### src/swc_defs.vh
// Constants for the sleep and wake controller: register map, fields, timing.
// Assumes a 125 MHz system clock; included by bare name.
`ifndef SWC_DEFS_VH
`define SWC_DEFS_VH
`define SWC_ADDR_W 8
`define SWC_DATA_W 8
`define SWC_OFS_TIMER0_CFG 8'hB0
`define SWC_OFS_SLEEP_CFG2 8'hB1
`define SWC_OFS_OSCILLATOR_CONTROL_ZERO_REG 8'hB2
`define SWC_OFS_SLEEP_CTRL 8'hB3
`define SWC_OFS_INT_STATUS 8'hB4
`define SWC_OFS_INT_MASK 8'hB5
`define SWC_OFS_STATE 8'hB6
`define SWC_OFS_T0_PERIOD 8'hB7
`define SWC_OFS_ST_PERIOD 8'hB8
`define SWC_T0_ENABLE_BIT 0
`define SWC_T0_ONESHOT_BIT 1
`define SWC_OSC_REFRESH_DIS_BIT 0
`define SWC_CTRL_SLEEP_BIT 0
`define SWC_CTRL_ANALOG_EN_BIT 1
`define SWC_CTRL_ST_EN_BIT 2
`define SWC_INT_GPIO 0
`define SWC_INT_TIMER0 1
`define SWC_INT_SLEEPT 2
`define SWC_INT_ANALOG 3
`define SWC_INT_I2C 4
`define SWC_INT_LOCKUP 5
`define SWC_NUM_INT 6
`define SWC_RESET_BYTE 8'h00
`define SWC_REFRESH_DEFAULT 2'h0
`define SWC_REFRESH_MS 8
`define SWC_CLK_MHZ 125
// 8 ms at 125 MHz, sized to the refresh counter
`define SWC_REFRESH_CYCLES 28'h00F4240
`define SWC_CNT_W 24
`define SWC_DROP_CYCLES 3
`define SWC_LOCK_MS 8
`endif

### src/swc_sync.v
// Two-flop synchroniser bank for pin inputs.
// Assumes inputs are asynchronous to clk_sys.
`timescale 1ns/1ps
`default_nettype none
module swc_sync #(
  parameter WIDTH = 3
) (
  input wire clk_sys,
  input wire rst_n,
  input wire [WIDTH-1:0] async_in,
  output reg [WIDTH-1:0] sync_out
);
  reg [WIDTH-1:0] stage_one;
  // Only the second stage reads the first.
  always @(posedge clk_sys or negedge rst_n)
  begin
    if (!rst_n)
    begin
      stage_one <= {WIDTH{1'b0}};
      sync_out <= {WIDTH{1'b0}};
    end
    else
    begin
      stage_one <= async_in;
      sync_out <= stage_one;
    end
  end
endmodule
`default_nettype wire

### src/swc_top.v
// Sleep entry, bandgap refresh, timer 0, wake sources and interrupt status.
// Assumes a 125 MHz clk_sys, pin inputs asynchronous, simple strobe register port.
`include "swc_defs.vh"
`timescale 1ns/1ps
`default_nettype none
// Operation
// In sleep, pulse bandgap power every 8 ms by default.
// Refresh interval field lengthens period; disable bit stops refresh entirely.
// Longer than default refresh in sleep may lock up until reset.
// Firmware keeps refresh interval default and disable clear before sleep.
// Firmware detaches I2C slave before sleep.
// External I2C master wakes device before starting a transaction.
// Timer 0 runs one-shot when bit 1 of config B0h is set.
// Firmware clears one-shot bit with AND FDh inside service routine.
// GPIO event coinciding with timer wake in sleep may be lost.
// Firmware disables timers or samples GPIO in timer routines.
// Interrupt pending under 2.5 cycles before sleep command is dropped.
// Firmware disables analog interrupt before sleep.
module swc_top (
  input wire clk_sys,
  input wire rst_n,
  input wire [7:0] reg_addr,
  input wire [7:0] reg_wdata,
  input wire reg_wr,
  input wire reg_rd,
  output reg [7:0] reg_rdata,
  input wire gpio_wake_pin,
  input wire analog_event_pin,
  input wire i2c_wake_pin,
  output reg bandgap_power_en,
  output reg sleeping,
  output reg locked_up,
  output reg irq
);
  localparam ST_RUN = 2'h0;
  localparam ST_SLEEP = 2'h1;
  localparam ST_LOCK = 2'h2;
  localparam ST_WAKE = 2'h3;

  wire [2:0] pins_sync;
  reg [2:0] pins_prev;
  reg [7:0] timer0_cfg;
  reg [7:0] sleep_cfg2;
  reg [7:0] oscillator_control_zero_reg;
  reg [7:0] sleep_ctrl;
  reg [7:0] t0_period;
  reg [7:0] st_period;
  reg [`SWC_NUM_INT-1:0] int_status;
  reg [`SWC_NUM_INT-1:0] int_mask;
  reg [1:0] state;
  reg [1:0] next_state;
  reg [`SWC_CNT_W+3:0] refresh_cnt;
  reg [7:0] t0_cnt;
  reg [7:0] st_cnt;
  reg [`SWC_DROP_CYCLES*`SWC_NUM_INT-1:0] event_hist;
  reg [`SWC_NUM_INT-1:0] recent_events;
  integer k;
  reg [`SWC_NUM_INT-1:0] events;
  reg [`SWC_NUM_INT-1:0] next_status;
  wire [1:0] bandgap_interval;
  wire [`SWC_CNT_W+3:0] refresh_limit;
  wire refresh_disable;
  wire long_refresh;
  wire wr_ctrl;
  wire sleep_cmd;
  wire t0_fire;
  wire st_fire;
  wire wake_any;
  wire gpio_rise;
  wire analog_rise;
  wire i2c_rise;

  swc_sync #(.WIDTH(3)) u_sync (
    .clk_sys(clk_sys),
    .rst_n(rst_n),
    .async_in({i2c_wake_pin, analog_event_pin, gpio_wake_pin}),
    .sync_out(pins_sync)
  );

  assign gpio_rise = pins_sync[0] & ~pins_prev[0];
  assign analog_rise = pins_sync[1] & ~pins_prev[1];
  assign i2c_rise = pins_sync[2] & ~pins_prev[2];

  // Interval field scales the 8 ms base by 1, 2, 4 or 8
  assign bandgap_interval = sleep_cfg2[1:0];
  assign refresh_limit = `SWC_REFRESH_CYCLES << bandgap_interval;
  assign refresh_disable = oscillator_control_zero_reg[`SWC_OSC_REFRESH_DIS_BIT];
  assign long_refresh = refresh_disable | (bandgap_interval != `SWC_REFRESH_DEFAULT);
  assign wr_ctrl = reg_wr && (reg_addr == `SWC_OFS_SLEEP_CTRL);
  assign sleep_cmd = wr_ctrl && reg_wdata[`SWC_CTRL_SLEEP_BIT];
  assign t0_fire = timer0_cfg[`SWC_T0_ENABLE_BIT] && (t0_cnt == t0_period);
  assign st_fire = sleep_ctrl[`SWC_CTRL_ST_EN_BIT] && (st_cnt == st_period);
  assign wake_any = gpio_rise | t0_fire | st_fire | i2c_rise |
    (analog_rise & sleep_ctrl[`SWC_CTRL_ANALOG_EN_BIT]);

  // Event collection with the documented loss windows
  always @*
  begin
    events = {`SWC_NUM_INT{1'b0}};
    events[`SWC_INT_GPIO] = gpio_rise;
    events[`SWC_INT_TIMER0] = t0_fire;
    events[`SWC_INT_SLEEPT] = st_fire;
    events[`SWC_INT_ANALOG] = analog_rise & sleep_ctrl[`SWC_CTRL_ANALOG_EN_BIT];
    events[`SWC_INT_I2C] = i2c_rise;
    events[`SWC_INT_LOCKUP] = (state == ST_SLEEP) && wake_any && long_refresh;
    // Timer wake in sleep swallows a coincident GPIO event
    if ((state == ST_SLEEP) && (t0_fire || st_fire))
      events[`SWC_INT_GPIO] = 1'b0;
  end

  // Events posted in the cycles just ahead of a sleep command
  always @*
  begin
    recent_events = {`SWC_NUM_INT{1'b0}};
    for (k = 0; k < `SWC_DROP_CYCLES; k = k + 1)
      recent_events = recent_events | event_hist[k*`SWC_NUM_INT +: `SWC_NUM_INT];
  end

  // Set wins over write-one-to-clear
  always @*
  begin
    next_status = int_status;
    if (reg_wr && (reg_addr == `SWC_OFS_INT_STATUS))
      next_status = int_status & ~reg_wdata[`SWC_NUM_INT-1:0];
    if (sleep_cmd)
      next_status = next_status & ~recent_events;
    next_status = next_status | (sleep_cmd ? {`SWC_NUM_INT{1'b0}} : events);
  end

  always @*
  begin
    next_state = state;
    case (state)
      ST_RUN:
        if (sleep_cmd)
          next_state = ST_SLEEP;
      ST_SLEEP:
        if (wake_any)
          next_state = long_refresh ? ST_LOCK : ST_WAKE;
      ST_LOCK:
        next_state = ST_LOCK;
      ST_WAKE:
        next_state = sleep_cmd ? ST_SLEEP : ST_RUN;
      default:
        next_state = ST_RUN;
    endcase
  end

  always @(posedge clk_sys or negedge rst_n)
  begin
    if (!rst_n)
    begin
      state <= ST_RUN;
      pins_prev <= 3'h0;
      timer0_cfg <= `SWC_RESET_BYTE;
      sleep_cfg2 <= `SWC_RESET_BYTE;
      oscillator_control_zero_reg <= `SWC_RESET_BYTE;
      sleep_ctrl <= `SWC_RESET_BYTE;
      t0_period <= `SWC_RESET_BYTE;
      st_period <= `SWC_RESET_BYTE;
      int_status <= {`SWC_NUM_INT{1'b0}};
      int_mask <= {`SWC_NUM_INT{1'b0}};
      refresh_cnt <= {(`SWC_CNT_W+4){1'b0}};
      t0_cnt <= 8'h00;
      st_cnt <= 8'h00;
      event_hist <= {(`SWC_DROP_CYCLES*`SWC_NUM_INT){1'b0}};
      reg_rdata <= 8'h00;
      bandgap_power_en <= 1'b1;
      sleeping <= 1'b0;
      locked_up <= 1'b0;
      irq <= 1'b0;
    end
    else
    begin
      state <= next_state;
      pins_prev <= pins_sync;
      int_status <= next_status;
      // Short event history, so a sleep command can swallow late events
      event_hist <= {event_hist[(`SWC_DROP_CYCLES-1)*`SWC_NUM_INT-1:0], events};
      if (reg_wr)
      begin
        case (reg_addr)
          `SWC_OFS_TIMER0_CFG: timer0_cfg <= reg_wdata;
          `SWC_OFS_SLEEP_CFG2: sleep_cfg2 <= reg_wdata;
          `SWC_OFS_OSCILLATOR_CONTROL_ZERO_REG: oscillator_control_zero_reg <= reg_wdata;
          `SWC_OFS_SLEEP_CTRL: sleep_ctrl <= reg_wdata & ~(8'h01 << `SWC_CTRL_SLEEP_BIT);
          `SWC_OFS_INT_MASK: int_mask <= reg_wdata[`SWC_NUM_INT-1:0];
          `SWC_OFS_T0_PERIOD: t0_period <= reg_wdata;
          `SWC_OFS_ST_PERIOD: st_period <= reg_wdata;
          default: ;
        endcase
      end
      // A write elsewhere must not keep a one-shot timer running
      if (t0_fire && timer0_cfg[`SWC_T0_ONESHOT_BIT] && !(reg_wr && (reg_addr == `SWC_OFS_TIMER0_CFG)))
        timer0_cfg[`SWC_T0_ENABLE_BIT] <= 1'b0;
      // Timer 0: periodic, or stops after one expiry in one-shot mode
      if (t0_fire || !timer0_cfg[`SWC_T0_ENABLE_BIT])
        t0_cnt <= 8'h00;
      else
        t0_cnt <= t0_cnt + 8'h01;
      if (st_fire || !sleep_ctrl[`SWC_CTRL_ST_EN_BIT])
        st_cnt <= 8'h00;
      else
        st_cnt <= st_cnt + 8'h01;
      // Bandgap refresh pulses only while asleep
      if (state != ST_SLEEP || refresh_disable)
      begin
        refresh_cnt <= {(`SWC_CNT_W+4){1'b0}};
        bandgap_power_en <= (state != ST_SLEEP);
      end
      else if (refresh_cnt >= refresh_limit - 1'b1)
      begin
        refresh_cnt <= {(`SWC_CNT_W+4){1'b0}};
        bandgap_power_en <= 1'b1;
      end
      else
      begin
        refresh_cnt <= refresh_cnt + 1'b1;
        bandgap_power_en <= 1'b0;
      end
      sleeping <= (next_state == ST_SLEEP) || (next_state == ST_LOCK);
      locked_up <= (next_state == ST_LOCK);
      irq <= |(next_status & int_mask);
      reg_rdata <= 8'h00;
      if (reg_rd)
      begin
        case (reg_addr)
          `SWC_OFS_TIMER0_CFG: reg_rdata <= timer0_cfg;
          `SWC_OFS_SLEEP_CFG2: reg_rdata <= sleep_cfg2;
          `SWC_OFS_OSCILLATOR_CONTROL_ZERO_REG: reg_rdata <= oscillator_control_zero_reg;
          `SWC_OFS_SLEEP_CTRL: reg_rdata <= sleep_ctrl;
          `SWC_OFS_INT_STATUS: reg_rdata <= {2'b00, int_status};
          `SWC_OFS_INT_MASK: reg_rdata <= {2'b00, int_mask};
          `SWC_OFS_STATE: reg_rdata <= {6'h00, state};
          `SWC_OFS_T0_PERIOD: reg_rdata <= t0_period;
          `SWC_OFS_ST_PERIOD: reg_rdata <= st_period;
          default: reg_rdata <= 8'h00;
        endcase
      end
    end
  end
endmodule
`default_nettype wire

### config.mk
export PLATFORM = sky130hd
export DESIGN_NAME = swc_top
export DESIGN_NICKNAME = d
export VERILOG_FILES = /design/src/swc_sync.v /design/src/swc_top.v
export VERILOG_INCLUDE_DIRS = /design/src /design/src/src
export SDC_FILE = /design/constraint.sdc
export NUM_CORES = 1
export LEC_CHECK = 0
export BUFFER_PORTS_ARGS = -buffer_cell sky130_fd_sc_hd__buf_2
export CORE_ASPECT_RATIO = 2
export CORE_MARGIN = 5
export CORE_UTILIZATION = 55
export DETAILED_ROUTE_END_ITERATION = 16
export PLACE_DENSITY = 0.78
export SYNTH_ARGS = -nofsm -noshare
export SYNTH_HDL_FRONTEND = slang
export SYNTH_SLANG_ARGS = --single-unit
### constraint.sdc
create_clock -name clk_sys -period 2.44 [get_ports clk_sys]
set_clock_uncertainty 0.05 [all_clocks]
set_input_delay 0.732 -clock clk_sys [delete_from_list [all_inputs] [get_ports clk_sys]]
set_output_delay 0.732 -clock clk_sys [all_outputs]
set_load 0.1 [all_outputs]
==> impl_results.md <==
* Fill cells at around 830
* Fin nets at roughly 770
* Worst setup EP type: flop
* Worst VDD drop at a little under 0.0006 V
* Fin. Hold Viols at 0
* RSZ-0062 raised after global routing: true
* Area of the die at roughly 15000 µm²
* Leading cell types in the layout, fill and taps excluded: 143 x dfrtp_1, 60 x buf_4, 41 x mux2_2
* Wire per inst at around 21 µm
* Initial DRC Count at 389
* Internal Power at 4.36 mW
* Die height at 168 µm
* Initial antenna violation count at 0
* Clock power frac at 0.470
* CTS tree: done
* Routability congestion estimate at 0.932
* Max FO, Critical Path at 21
* Outcome: finished with violations
* Core area at about 12000 µm²
* Most common cell after layout, fill and taps aside: dfrtp_1
* Crit-path cells: inv_2, ha_2, buf_4, nor2_1, ha_1, a21o_1, a21oi_2, o221ai_2, nor3_2, a211oi_4, buf_12, nor3_2
* Largest register FFs at 28
* Dpl hpwl at 13400 µm
* Layout area overhead at 25.4%
* Fin worst setup slack at -58.7 ps
* Failing checks: negative setup slack
* Pins over their slew limit at 0
* Max_cap viols at 0
* Total track usage at 0.259
* Delay-heaviest family, CP: compound AO/OA/AOI/OAI gates
* EDFF count, synth at 0
* DP Worst Slack at -328 ps
* 1st-pass router iterations at 7
* CP Launch Type: flop
* Max Clk Rate at about 0.40 GHz
* Top reg by flops: refresh_cnt
* I/O pin total at 35
* CP max-delay cell: dfrtp_1
* Post-Syn Area at 6860 µm²
* Synth Warn # at 0
* Seq/Total Area, Yosys at 0.526
* Largest net degree at the start of global routing at 52
* # rows at 57
* Worst-skew pair later-pin latency at roughly 430 ps
* Worst-Margin Slew at approximately 690 ps
* Worst path required time at between 2000 and 3000 ps
* Switching portion of total power at 0.264
* Synth unique cells at between 60 and 70
* Post-layout minimum cycle time at roughly 2500 ps
* Fin Setup TNS at -309 ps
* Clock Path Buffers at 2
* Critical path class: reg -> reg
* Comb pwr share at 0.096
* First-pass GRT wire length at a little under 30000 µm
* Post-route ant nets at 0
* # diodes at 0
* Layout cells sized above 1 at 0.314
* Cells after Synth at about 600
* Post-route DRC violation count at 0
* Sink Count at around 140
* CTS root buf: clkbuf_16
* Arrival @ worst endpoint at between 2000 and 3000 ps
* Average size of a mapped cell at approximately 11 µm²
* Total Wirelength at approximately 19000 µm
* Via count at ~5400
* Largest regs: refresh_cnt: 28 flops, event_hist: 18 flops
* Horiz. Die Dim at just under 90 µm
* Leakage at 4.07 nW
* Vias in the first global route at around 5800
* Setup-failing EPs final at 18
* Worst Hold Class: in -> async
* Slew headroom at 0.542
* Ys async rst share at 1.00
* GR Overflow Total at 0
* Crit-path max cell delay at about 400 ps
* CTS HTree Levels at 4
* Pwr/cell area at approximately 700 nW/µm²
* Number of port buffers at 34
* Most frequent CP cell: nor3_2
* DR vias/cell at a little over 6
* Initial Utilization at 0.562
* Final hold slack at around 200 ps
* Buf/Inv on CP at 3
* CTS buffer count at 17
* Yosys reg bits at ~140
* Sw power at approximately 1.6 mW
* R2R Setup Slk at -60 ps
* Post-layout util at 0.705
* Final period util at 1.02
* Seq pwr share at 0.434
* CTS Hold Buffers Added at 0
* Clk slew on worst S/H paths at around 60 ps
* Main synth FF type: dfrtp_1
* Power after layout at 5.92 mW
## worst reg2reg max path, cell delays in order, from the launching register on
cell and delay [ps]:
dfrtp_1 400, inv_2 90, ha_2 210, buf_4 140, nor2_1 50, ha_1 160
a21o_1 180, a21oi_2 190, o221ai_2 140, nor3_2 260, a211oi_4 110, buf_12 180
nor3_2 230
## cell usage after synthesis, types with 5 or more instances
master | number | area [µm²]
xnor2_1 | 20 | 175
clkbuf_1 | 11 | 41.3
o21ai_0 | 17 | 85.1
xor2_1 | 34 | 298
nand3_1 | 28 | 140
a222oi_1 | 6 | 60.1
and4_1 | 7 | 61.3
buf_2 | 5 | 25.0
a21oi_1 | 8 | 40.0
dfrtp_1 | 143 | 3580
mux2_2 | 41 | 462
a22oi_1 | 16 | 120
inv_1 | 21 | 78.8
and3_1 | 14 | 87.6
ha_1 | 33 | 413
nand2_1 | 40 | 150
nor3_1 | 36 | 180
a21o_1 | 10 | 75.1
nand4_1 | 13 | 81.3
nor2_1 | 37 | 139
## metrics by stage
stage	area [µm²]	instances
6_report	8600	869
5_1_grt	8600	869
4_1_cts	8380	866
3_5_place_dp	7650	834
3_3_place_gp	7650	834
2_1_floorplan	6890	610
## routing by layer
metal  track usage  part of all wire
met5             0                 0
met4         0.157             0.064
met1         0.281              0.35
met2         0.451              0.55
met3        0.0465             0.035
## power by group through the flow
| stage | sequential [mW] | clock [mW] | combinational [mW] |
|---|---|---|---|
| 2_1_floorplan | 2.72 | 0 | 0.187 |
| 3_3_place_gp | 2.61 | 0 | 0.530 |
| 3_5_place_dp | 2.61 | 0 | 0.544 |
| 4_1_cts | 2.57 | 2.81 | 0.553 |
| 5_1_grt | 2.58 | 2.93 | 0.611 |
| 6_report | 2.57 | 2.78 | 0.566 |
## final cells by class
| type | instances | area [µm²] | area share |
|---|---|---|---|
| Clock inverter | 14 | 196 | 0.0228 |
| Timing Repair Buffer | 99 | 701 | 0.0815 |
| Sequential cell | 144 | 3600 | 0.419 |
| Clock buffer | 18 | 439 | 0.0511 |
| Tap cell | 147 | 184 | 0.0214 |
| Inverter | 21 | 78.8 | 0.00917 |
| Multi-Input combinational cell | 426 | 3390 | 0.395 |
## what timing repair did
| item | CTS | global route |
|---|---|---|
| pin swaps | 4 | 4 |
| setup buffers | 0 | 3 |
| endpoints found under the setup margin | 29 | 30 |
| gates resized for setup | 23 | 34 |
## cell families after synthesis
kind of cell / after synthesis / share of synthesized area
AND/OR/NAND/NOR: 200 / 0.154
flip-flops: 144 / 0.526
AO/OA/AOI/OAI: 90 / 0.0950
XOR/XNOR: 54 / 0.0690
multiplexers: 43 / 0.0702
buffers and inverters: 40 / 0.0255
adder cells (fa/ha/maj): 33 / 0.0602
other: 1 / 0.000547
## worst paths after layout
kind                                               startpoint                           end  cells past startpoint
worst max-delay path                sleep_cfg2[1]$_DFFE_PN0P_      refresh_cnt[9]$_DFF_PN0_                     12
worst min-delay path                                    rst_n           locked_up$_DFF_PN0_                      1
worst max register to register      sleep_cfg2[1]$_DFFE_PN0P_      refresh_cnt[9]$_DFF_PN0_                     12
worst min register to register  u_sync.stage_one[0]$_DFF_PN0_  u_sync.sync_out[0]$_DFF_PN0_                      0
max in group asynchronous                               rst_n    bandgap_power_en$_DFF_PN1_                      2
min in group clk_sys            u_sync.stage_one[0]$_DFF_PN0_  u_sync.sync_out[0]$_DFF_PN0_                      0
Note: power is estimated with default switching activity, not from simulation.
